[src/core/i2c_port_defs.svh]
`ifndef I2C_PORT_DEFS_SVH
`define I2C_PORT_DEFS_SVH

// Register offsets (7-bit pointer space)
`define POWER_CTL_OFFSET 7'h06
`define INT_MASK_OFFSET 7'h35
`define INT_STATUS_OFFSET 7'h36

// Field positions in the power control register
`define ULP_BIT 7
`define LP_BIT 6

// Reset values
`define REG_RESET_VALUE 8'h00
`define POWER_CTL_RESET 8'h00
`define STATUS_RESET 8'h00

// Fixed upper five target address bits
`define TARGET_ADDR_HIGH 5'h12

// Synchroniser idle value: scl, sda high, straps low
`define PIN_IDLE 4'hc

// Cycles after reset release before the straps are caught
`define STRAP_SETTLE 2'h3

// Bit count that marks a whole byte on the wire
`define BYTE_BITS 4'h8

`endif

[src/core/i2c_port_pkg.sv]
package i2c_port_pkg;

  // Serial port sequencer states
  typedef enum logic [2:0] {
    ST_IDLE,
    ST_ADDR,
    ST_MAP,
    ST_WRITE,
    ST_READ,
    ST_MACK,
    ST_ACK,
    ST_IGNORE
  } stateType_type;

  // Pins that cross into the mclk domain together
  typedef struct packed {
    logic scl;
    logic sda;
    logic strap1;
    logic strap0;
  } pinsType_type;

endpackage

[src/core/pin_sync.sv]
`timescale 1ns/1ps
`default_nettype none

// Two-flop synchroniser for a group of asynchronous pins
module pin_sync #(
  parameter int WIDTH = 4,
  parameter logic [WIDTH-1:0] IDLE = '0
) (
  input wire logic mclk,
  input wire logic rst_b,
  input wire logic [WIDTH-1:0] d,
  output logic [WIDTH-1:0] q
);

  // First stage, read only by the second stage
  logic [WIDTH-1:0] meta;

  // Reset to the bus idle level so no false start is seen
  always_ff @(posedge mclk)
  begin
    if (!rst_b)
    begin
      meta <= IDLE;
      q <= IDLE;
    end
    else
    begin
      meta <= d;
      q <= meta;
    end
  end

endmodule

`default_nettype wire

[src/core/i2c_register_control_port.sv]
`timescale 1ns/1ps
`default_nettype none
`include "i2c_port_defs.svh"

// Functional notes
// RQ1: SDA falling while SCL high starts
// RQ2: SDA rising while SCL high stops
// RQ3: SDA changes only while SCL low
// RQ4: First byte: address plus read bit
// RQ5: Answer only to strapped 1001 0xx address
// RQ6: Straps caught after reset release
// RQ7: Unstrapped pins give select bits zero
// RQ8: Pointer byte low seven bits load pointer
// RQ9: Pointer byte MSB enables auto-increment
// RQ10: Device acks received bytes; controller acks reads
// RQ11: Writes go to pointer plus increments
// RQ12: Reads use persisting pointer plus increments
// RQ13: Pointer-only write sets pointer, writes nothing
// RQ14: Port runs asynchronous to audio clocks
// RQ15: Controller reads mask, status only singly
// RQ16: Reading status clears it
// RQ17: Power-down bits keep port alive
// RQ18: Reset powers down, restores defaults
// RQ19: No ack for a foreign address
module i2c_register_control_port
  import i2c_port_pkg::*;
(
  input wire logic mclk,
  input wire logic rst_b,
  input wire logic sclIn,
  input wire logic sdaIn,
  output logic sdaOut,
  output logic sdaOe,
  input wire logic addrStrapBit0,
  input wire logic addrStrapBit1,
  input wire logic [7:0] statusEvent,
  output logic ultralowPowerDown,
  output logic blocksPowerDown,
  output logic interruptOut
);

  // Synchronised pins
  pinsType_type pinsRaw;
  pinsType_type pins;
  // Previous synchronised SCL and SDA, for edges
  logic sclQ;
  logic sdaQ;
  // Decoded bus events
  logic sclRise;
  logic sclFall;
  logic startSeen;
  logic stopSeen;
  // Sequencer
  stateType_type state;
  stateType_type ackNext;
  logic [3:0] bitCnt;
  logic [7:0] shiftIn;
  logic [7:0] txByte;
  // Register pointer and auto-increment flag
  logic [6:0] pointer;
  logic autoIncrementFlag;
  // Own address and strap capture
  logic [6:0] ownAddr;
  logic [1:0] strapWait;
  logic strapTaken;
  // Register storage
  logic [7:0] regs [0:127];
  logic [7:0] intStatus;
  // Strobes
  logic byteDone;
  logic wrStrobe;
  logic loadRead;
  logic [7:0] readByte;

  // Open drain: only ever pulls low
  assign sdaOut = 1'b0;

  // Pins arrive from the controller's SCL domain
  assign pinsRaw = '{scl: sclIn, sda: sdaIn, strap1: addrStrapBit1, strap0: addrStrapBit0};

  // RQ14: everything is sampled by mclk, no audio clock involved
  pin_sync #(
    .WIDTH(4),
    .IDLE(`PIN_IDLE)
  ) u_sync (
    .mclk(mclk),
    .rst_b(rst_b),
    .d(pinsRaw),
    .q(pins)
  );

  // Delayed copy for edge finding
  always_ff @(posedge mclk)
  begin
    if (!rst_b)
    begin
      sclQ <= 1'b1;
      sdaQ <= 1'b1;
    end
    else
    begin
      sclQ <= pins.scl;
      sdaQ <= pins.sda;
    end
  end

  // Edge and condition decode
  always_comb
  begin
    sclRise = pins.scl && !sclQ;
    sclFall = !pins.scl && sclQ;
    startSeen = pins.scl && sclQ && sdaQ && !pins.sda; // RQ1
    stopSeen = pins.scl && sclQ && !sdaQ && pins.sda; // RQ2
  end

  // Byte boundaries and register strobes
  always_comb
  begin
    byteDone = sclFall && (bitCnt == `BYTE_BITS);
    wrStrobe = (state == ST_WRITE) && byteDone;
    loadRead = (state == ST_ACK) && sclFall && (ackNext == ST_READ);
    // RQ12: status has its own latch, the rest come from storage
    readByte = (pointer == `INT_STATUS_OFFSET) ? intStatus : regs[pointer];
  end

  // Strap capture a few cycles after release, once the synchroniser has settled
  always_ff @(posedge mclk)
  begin
    if (!rst_b)
    begin
      strapWait <= 2'h0;
      strapTaken <= 1'b0;
      ownAddr <= {`TARGET_ADDR_HIGH, 2'b00}; // RQ7
    end
    else if (!strapTaken)
    begin
      if (strapWait == `STRAP_SETTLE)
      begin
        ownAddr <= {`TARGET_ADDR_HIGH, pins.strap1, pins.strap0}; // RQ6
        strapTaken <= 1'b1;
      end
      else
      begin
        strapWait <= strapWait + 2'h1;
      end
    end
  end

  // Serial sequencer; all SDA drive changes happen on a falling SCL
  always_ff @(posedge mclk)
  begin
    if (!rst_b)
    begin
      state <= ST_IDLE;
      ackNext <= ST_IDLE;
      bitCnt <= 4'h0;
      shiftIn <= 8'h00;
      txByte <= 8'h00;
      sdaOe <= 1'b0;
      pointer <= 7'h00;
      autoIncrementFlag <= 1'b0;
    end
    else if (startSeen)
    begin
      // Also a repeated start
      state <= ST_ADDR; // RQ1
      bitCnt <= 4'h0;
      sdaOe <= 1'b0;
    end
    else if (stopSeen)
    begin
      // Pointer survives the stop
      state <= ST_IDLE; // RQ2 RQ13
      sdaOe <= 1'b0;
    end
    else
    begin
      unique case (state)
        ST_IDLE, ST_IGNORE:
        begin
          // Wait for a start; line stays released
          sdaOe <= 1'b0;
        end
        ST_ADDR, ST_MAP, ST_WRITE:
        begin
          if (sclRise && bitCnt != `BYTE_BITS)
          begin
            // Receive on the rising edge, MSB first
            shiftIn <= {shiftIn[6:0], pins.sda};
            bitCnt <= bitCnt + 4'h1;
          end
          else if (byteDone)
          begin
            bitCnt <= 4'h0;
            if (state == ST_ADDR)
            begin
              if (shiftIn[7:1] == ownAddr) // RQ4 RQ5
              begin
                sdaOe <= 1'b1; // RQ10 RQ3
                state <= ST_ACK;
                ackNext <= shiftIn[0] ? ST_READ : ST_MAP;
              end
              else
              begin
                state <= ST_IGNORE; // RQ19
              end
            end
            else if (state == ST_MAP)
            begin
              pointer <= shiftIn[6:0]; // RQ8
              autoIncrementFlag <= shiftIn[7]; // RQ9
              sdaOe <= 1'b1; // RQ10
              state <= ST_ACK;
              ackNext <= ST_WRITE;
            end
            else
            begin
              // Data byte stored by the register process
              if (autoIncrementFlag)
              begin
                pointer <= pointer + 7'h01; // RQ9 RQ11
              end
              sdaOe <= 1'b1; // RQ10
              state <= ST_ACK;
              ackNext <= ST_WRITE;
            end
          end
        end
        ST_ACK:
        begin
          if (sclFall)
          begin
            state <= ackNext;
            bitCnt <= 4'h0;
            if (ackNext == ST_READ)
            begin
              // First bit goes out in the same low phase
              txByte <= readByte; // RQ12
              sdaOe <= !readByte[7]; // RQ3
              if (autoIncrementFlag)
              begin
                pointer <= pointer + 7'h01; // RQ12
              end
            end
            else
            begin
              sdaOe <= 1'b0;
            end
          end
        end
        ST_READ:
        begin
          if (sclRise)
          begin
            bitCnt <= bitCnt + 4'h1;
          end
          else if (byteDone)
          begin
            // Release for the controller's acknowledge
            sdaOe <= 1'b0;
            state <= ST_MACK;
          end
          else if (sclFall)
          begin
            sdaOe <= !txByte[3'(4'h7 - bitCnt)]; // RQ3
          end
        end
        ST_MACK:
        begin
          if (sclRise)
          begin
            // Low means the controller wants more
            state <= pins.sda ? ST_IGNORE : ST_ACK; // RQ10
            ackNext <= ST_READ;
          end
        end
      endcase
    end
  end

  // Register storage; every pointer except status is written here
  always_ff @(posedge mclk)
  begin
    if (!rst_b)
    begin
      // RQ18: every register back to its default
      for (int i = 0; i < 128; i++)
      begin
        regs[i] <= `REG_RESET_VALUE;
      end
      regs[`POWER_CTL_OFFSET] <= `POWER_CTL_RESET;
    end
    else if (wrStrobe && pointer != `INT_STATUS_OFFSET)
    begin
      regs[pointer] <= shiftIn; // RQ11
    end
  end

  // Sticky status; a new event wins over the clear by read
  always_ff @(posedge mclk)
  begin
    if (!rst_b)
    begin
      intStatus <= `STATUS_RESET;
    end
    else if (loadRead && pointer == `INT_STATUS_OFFSET)
    begin
      intStatus <= statusEvent; // RQ16
    end
    else
    begin
      intStatus <= intStatus | statusEvent;
    end
  end

  // Power and interrupt outputs; the port itself is never gated
  always_ff @(posedge mclk)
  begin
    if (!rst_b)
    begin
      blocksPowerDown <= 1'b1; // RQ18
      ultralowPowerDown <= 1'b1;
      interruptOut <= 1'b0;
    end
    else
    begin
      blocksPowerDown <= regs[`POWER_CTL_OFFSET][`ULP_BIT] || regs[`POWER_CTL_OFFSET][`LP_BIT]; // RQ17
      ultralowPowerDown <= regs[`POWER_CTL_OFFSET][`ULP_BIT];
      // Mask bit set lets the event through
      interruptOut <= |(intStatus & regs[`INT_MASK_OFFSET]);
    end
  end

  chk_start_enters_addr: // RQ1
  assert property (@(posedge mclk) disable iff (!rst_b)
    startSeen |=> (state == ST_ADDR) && (bitCnt == 4'h0) && !sdaOe)
  else $error("start did not restart the address phase");

  chk_stop_releases: // RQ2
  assert property (@(posedge mclk) disable iff (!rst_b)
    (stopSeen && !startSeen) |=> (state == ST_IDLE) && !sdaOe)
  else $error("stop did not end the transaction");

  chk_drive_scl_low: // RQ3
  assert property (@(posedge mclk) disable iff (!rst_b)
    $rose(sdaOe) |-> !$past(pins.scl))
  else $error("data line pulled while clock high");

  chk_foreign_addr: // RQ19
  assert property (@(posedge mclk) disable iff (!rst_b)
    (state == ST_ADDR && byteDone && !startSeen && !stopSeen && shiftIn[7:1] != ownAddr)
    |=> (state == ST_IGNORE) ##1 !sdaOe)
  else $error("foreign address was answered");

  chk_strap_caught: // RQ6
  assert property (@(posedge mclk) disable iff (!rst_b)
    $rose(strapTaken) |-> ownAddr == {`TARGET_ADDR_HIGH, $past(pins.strap1), $past(pins.strap0)})
  else $error("strap levels not taken as address");

  chk_map_load: // RQ8
  assert property (@(posedge mclk) disable iff (!rst_b)
    (state == ST_MAP && byteDone && !startSeen && !stopSeen)
    |=> ({autoIncrementFlag, pointer} == $past(shiftIn)) && sdaOe)
  else $error("pointer byte not loaded");

  chk_write_step: // RQ11
  assert property (@(posedge mclk) disable iff (!rst_b)
    wrStrobe && !startSeen && !stopSeen
    |=> (pointer == ($past(autoIncrementFlag) ? $past(pointer) + 7'h01 : $past(pointer)))
        && (state == ST_ACK))
  else $error("write pointer step wrong");

  chk_data_ack: // RQ10
  assert property (@(posedge mclk) disable iff (!rst_b)
    (state == ST_WRITE && byteDone && !startSeen && !stopSeen) |=> sdaOe [*1] ##1 (state == ST_ACK))
  else $error("data byte not acknowledged");

  chk_status_clear: // RQ16
  assert property (@(posedge mclk) disable iff (!rst_b)
    (loadRead && !startSeen && !stopSeen && pointer == `INT_STATUS_OFFSET && statusEvent == 8'h00)
    |=> intStatus == 8'h00)
  else $error("status not cleared by read");

  chk_power_down: // RQ17
  assert property (@(posedge mclk) disable iff (!rst_b)
    (wrStrobe && pointer == `POWER_CTL_OFFSET && shiftIn[`LP_BIT])
    |=> ##1 blocksPowerDown && (state == ST_ACK || state == ST_IDLE || state == ST_ADDR))
  else $error("power down not applied");

endmodule

`default_nettype wire

[config.mk]
export PLATFORM = sky130hd
export DESIGN_NAME = i2c_register_control_port
export DESIGN_NICKNAME = d
export VERILOG_FILES = /design/src/core/i2c_port_pkg.sv /design/src/core/pin_sync.sv /design/src/core/i2c_register_control_port.sv
export VERILOG_INCLUDE_DIRS = /design/src /design/src/core
export SDC_FILE = /design/constraint.sdc
export NUM_CORES = 2
export LEC_CHECK = 0
export BUFFER_PORTS_ARGS = -buffer_cell sky130_fd_sc_hd__buf_2
export CORE_ASPECT_RATIO = 0.75
export CORE_MARGIN = 2
export CORE_UTILIZATION = 40
export CTS_BUF_LIST = sky130_fd_sc_hd__clkbuf_2
export DETAILED_ROUTE_END_ITERATION = 10
export PLACE_DENSITY_LB_ADDON = 0.15
export SKIP_CTS_REPAIR_TIMING = 1
export SLEW_MARGIN = 20
export SYNTH_ARGS = -nofsm -noshare
export SYNTH_HDL_FRONTEND = slang
export SYNTH_HIERARCHICAL = 1
export SYNTH_SLANG_ARGS = --single-unit
[constraint.sdc]
create_clock -name mclk -period 3.2 [get_ports mclk]
set_input_delay 0.48 -clock mclk [delete_from_list [all_inputs] [get_ports mclk]]
set_output_delay 0.48 -clock mclk [all_outputs]
set_load 0.01 [all_outputs]
# Yosys cells after proc, flatten, opt, wreduce, memory -nomap -nowiden
# Memory sizes are Yosys's and may differ from the RTL's. A register that Yosys moved wholly into a read port is not among the register bits.
# Cells that the tools add are included.
dict set report word_totals {
  n_memories 1
  ramBits 1024
  wordCells 171
  out_inout_bits 5
  in_bits 14
  regBits 61
}
dict set report op_classes {
  mux 58
  eq_ne 32
  n_reduce_logical 45
  addsub 4
  order_cmp 1
  n_bitwise 10
}
# name depth word_bits read_ports rd_ports_with_merged_regs wr line_no
set memory_table {}
lappend memory_table {regs 128 8 3 1 128 i2c_register_control_port.sv:67} ;# logic [7:0] regs [0:127];
# cell count
set op_table {}
lappend op_table {{$mux 7} 10}
lappend op_table {{$mux 3} 13}
lappend op_table {{$reduce_and 7->1} 5}
lappend op_table {{$mux 8} 4}
lappend op_table {{$ne 4x4->1 const B} 7}
lappend op_table {{$mux 1} 21}
lappend op_table {{$mux 4} 4}
lappend op_table {{$ne 2x2->1 const B} 8}
lappend op_table {{$reduce_or 8->1} 2}
lappend op_table {{$eq 3x3->1 const B} 5}
lappend op_table {{$logic_and 1x1->1} 14}
lappend op_table {{$pmux 7 s2} 1}
lappend op_table {{$pmux 3 s4} 1}
lappend op_table {{$pmux 4 s3} 1}
lappend op_table {{$reduce_and 5->1} 2}
lappend op_table {{$ne 3x3->1 const B} 3}
lappend op_table {{$and 8x8->8} 1}
lappend op_table {{$or 8x8->8} 1}
lappend op_table {{$reduce_and 8->1} 1}
lappend op_table {{$reduce_bool 4->1} 2}
lappend op_table {{$add 7x1->7 const B} 1}
lappend op_table {{$eq 7x6->1 const B} 1}
lappend op_table {{$eq 7x7->1} 1}
lappend op_table {{$ne 7x6->1 const B} 1}
lappend op_table {{24 further kinds} 40}

# Depth between registers and ports, before layout
dict set report logic_depth {
  ltp_word 10
  mapped_depth 12
  mapped_depth_nobuf 9
}

# Modules after synthesis
# The synthesis kept the hierarchy.
# module n_inst cells_each area_per_inst_um2
set by_module_without_submodules {}
lappend by_module_without_submodules {i2c_register_control_port 1 3612 50797.5}
lappend by_module_without_submodules {pin_sync 1 16 210.2}

# Worst setup path after synthesis
# No wires, ideal clock.
dict set report synth_path {
  kind {flip-flop to flip-flop}
  from {register bitCnt[0]}
  to {memory regs[113][0] (enable)}
  setup_slack_ns 0.569
  stages_incl_launch_ff 12
  required_ns 2.871
  arrival_time_ns 2.302
  synth_period_minus_slack_ns 2.631
  cell_sequence {dfxtp_1 > inv_1 > ha_1 > and3b_1 > nand2_1 > nor4_2 > nand2_1 > nor3_2 > buf_2 > buf_2 > nand2_1 > nand2_1}
}
# element line_no
set synth_rtl {}
lappend synth_rtl {{start: declaration} i2c_register_control_port.sv:56} ;# logic [3:0] bitCnt;
lappend synth_rtl {{start signal: assignment} i2c_register_control_port.sv:190} ;# bitCnt <= bitCnt + 4'h1;
lappend synth_rtl {{start signal: assignment} i2c_register_control_port.sv:255} ;# bitCnt <= bitCnt + 4'h1;
lappend synth_rtl {{end: declaration} i2c_register_control_port.sv:67}

==> results.tsv <==
stage	metric	value	unit
run_status	outcome	finished with violations	
run_status	violations	negative hold slack	
sta	slew_headroom	0.187	
power	p_leak	0.0228	µW
cells_and_area	area_growth	10.3	%
global_route	antenna_found_initial	8	
sta	rsz0062_at_grt	true	
cells_and_area	utilization	0.445	
global_route	grt_use_total	0.236	
global_route	grt_max_degree	132	
sta	hold_viol_final	4	
synthesis	yosys.cell_count.top_type	and3_1	
sta	slew_viol_final	0	
synthesis	yosysTopAreaCell	edfxtp_1	
detailed_routing	vias_per_cell	5.94	
global_route	grt_pass1_wl	227000	µm
detailed_routing	met1Wirelength	71300	µm
synthesis	synth_top_cell_area_share	0.603	
clocking	clk_pin_slew	0.12	ns
cells_and_area	fillers	11200	
synthesis	synth_edf_count	1024	
setup_path	max_stage_delay	0.52	ns
setup_path	startpoint_type	register	
synthesis	synth_seq_cells	1092	
power	power_density	479	nW/µm²
detailed_routing	routedWlPerCell	27.7	µm
floorplanning	core	127000	µm²
synthesis	avgSynthCellArea	14.1	µm²
detailed_routing	highest_layer	met4	
sta	setup_viol_count_final	0	
floorplanning	fp.dieH	313	µm
setup_path	worstPathMaxFanout	32	
sta	clock-skew-final	0.114	ns
placement	gp_congestion	0.896	
sta	worstMarginPinSlew	1.22	ns
clocking	cts_sinks	1092	
clocking	cts_max_level	5	
detailed_routing	wl_met3	13500	µm
power	power.total	26900	µW
placement	dpl.hpwl	92500	µm
clocking	insertion_delay	1.73	ns
global_route	grt.overflow.total	0	
hold_path	min_path_type	primary input to register	
setup_path	required	4.74	ns
placement	placed_area	53200	µm²
run	cap_violations	0	
setup_path	crit_slowest_cell	dfxtp_4	
clocking	cts_tree	yes	
floorplanning	rows	113	
detailed_routing	drt-pass1-iter-count	5	
clocking	cts_root_buf	clkbuf_2	
cells_and_area	nets	3714	
floorplanning	start_util	0.403	
synthesis	synthCells	3628	
floorplanning	die_w	416	µm
setup_path	critPathArrivalTime	4.72	ns
sta	fin_crit_sh	0.993	
synthesis	syn-num-nets	3647	
synthesis	synth_area_leaders	edfxtp_1 (60%), and3_1 (13%), mux4_2 (12%)	
synthesis	ys_warn_count	6	
global_route	grt_pass1_vias	32700	
synthesis	synth_cell_types	69	
power	irDropWorstVdd	0.368	mV
setup_path	crit_chain	buf_12, buf_4, mux4_2, a2111oi_1, o41ai_1, nor3_2, o21ai_0, a211oi_1	
synthesis	ys_seq_area_frac	0.630	
synthesis	async_reset_ff_frac	0	
detailed_routing	drc_errors	0	
cells_and_area	final_cell_area	56300	µm²
sta	hold_ws	-0.0395	ns
detailed_routing	postRouteAntennaNets	0	
clocking	cts_buffers	298	
synthesis	synth_area	51000	µm²
placement	io_buffers	17	
synthesis	synthFlopType	edfxtp_1	
sta	fmax	315	MHz
setup_path	worstSetupEndpointType	register	
setup_path	crit_type	register to register	
synthesis	synth_commonest_cells	and3_1 (1036), edfxtp_1 (1024), clkbuf_1 (364)	
detailed_routing	wirelength	154000	µm
detailed_routing	wl_met2	66400	µm
floorplanning	ios	19	
setup_path	regToRegSetupSlack	0.02	ns
clocking	clockBufferDepth	4	
detailed_routing	drtIter0Drc	3751	
detailed_routing	vias	33100	
cells_and_area	drive_above_1_share	0.270	
floorplanning	dieArea	130000	µm²
sta	fin_crit	3.18	ns
[worst paths after layout]
| kind | cells past startpoint | start | to |
|---|---|---|---|
| setup / recovery | 8 | register | sdaOe |
| hold / removal | 4 | rst_b | u_sync/q[2] |
| setup reg to reg | 8 | register | sdaOe |
| hold reg to reg | 1 | u_sync/meta[2] | u_sync/q[2] |
[report_power, final]
| group | switching [µW] | internal (µW) | total, µW |
|---|---|---|---|
| Clock | 5960 | 3500 | 9450 |
| Sequential | 262 | 16200 | 16500 |
| Combinational | 618 | 376 | 994 |
[worst max-delay path, delay by kind of cell (launching register included)]
| kind | cells | cell delay, ns |
|---|---|---|
| buffers and inverters | 2 | 0.60 |
| and+or+nand+nor | 1 | 0.35 |
| DFF | 1 | 0.52 |
| muxes | 1 | 0.52 |
| AOI/OAI and AO/OA | 4 | 1.05 |
[through the flow]
step | TNS (ns) | hold slack [ns] | std cells | worst slack [ns]
floorplan | 0 | 0.386 | 3628 | 0.569
global placement | -0.401 | 0.429 | 5025 | -0.300
detailed placement | -0.407 | 0.425 | 5025 | -0.178
CTS | -0.302 | -1.21 | 5514 | -0.256
global route | -8.04 | -0.115 | 5563 | -0.163
finish | 0 | -0.0395 | 5565 | 0.0221
[sequential cells by signal (all words and copies together) (netlist names), named ones only]
| register | count |
|---|---|
| regs | 1024 |
| intStatus | 8 |
| shiftIn | 8 |
| txByte | 8 |
| pointer | 7 |
| bitCnt | 4 |
| u_sync/meta | 4 |
| u_sync/q | 4 |
| ackNext | 3 |
| state | 3 |
| ownAddr | 2 |
| strapWait | 2 |
| autoIncrementFlag | 1 |
| blocksPowerDown | 1 |
| interruptOut | 1 |
| sclQ | 1 |
| sdaOe | 1 |
| sdaQ | 1 |
| strapTaken | 1 |
| ultralowPowerDown | 1 |
[cell families after synthesis]
logic type      after synthesis  synth area share
fa+ha+maj                     6           0.00142
flops                      1092             0.630
compound gates              162            0.0215
other cells                   1         0.0000735
mux                         353             0.139
buf+inv                     475            0.0393
simple gates               1533             0.168
xor+xnor                      6           0.00103
[metal layers]
layer / up-vias / GRT usage
met1: 17000 / 0.367
li1: 14200 / -
met4: 0 / 0.0673
met2: 1569 / 0.330
met5: - / 0
met3: 247 / 0.0507
[cells in the final DEF, fill, tap and decap left out, types with 14 or more instances in the layout]
cell and instances:
nor2_4 15, nand2_1 241, nor2_1 66, dfxtp_1 57, diode_2 14, mux4_2 283
buf_12 40, clkbuf_2 423, nand2b_1 20, clkinv_1 57, buf_2 16, edfxtp_1 1024
nand2_2 89, a21oi_1 38, mux2i_1 67, and3_1 1036, buf_4 135, o21ai_0 34
dlygate4sd3_1 37
[cell type report]
type / count / area [µm²] / area share
Sequential cell: 1092 / 32100 / 0.571
Multi-Input combinational cell: 2061 / 17300 / 0.307
Timing Repair Buffer: 230 / 2290 / 0.0407
Clock buffer: 423 / 2120 / 0.0376
Tap cell: 1667 / 2090 / 0.0371
Clock inverter: 66 / 254 / 0.00451
Inverter: 12 / 46.3 / 0.000823
Antenna cell: 14 / 35.0 / 0.000623
Power figures use the tool's default switching activity.
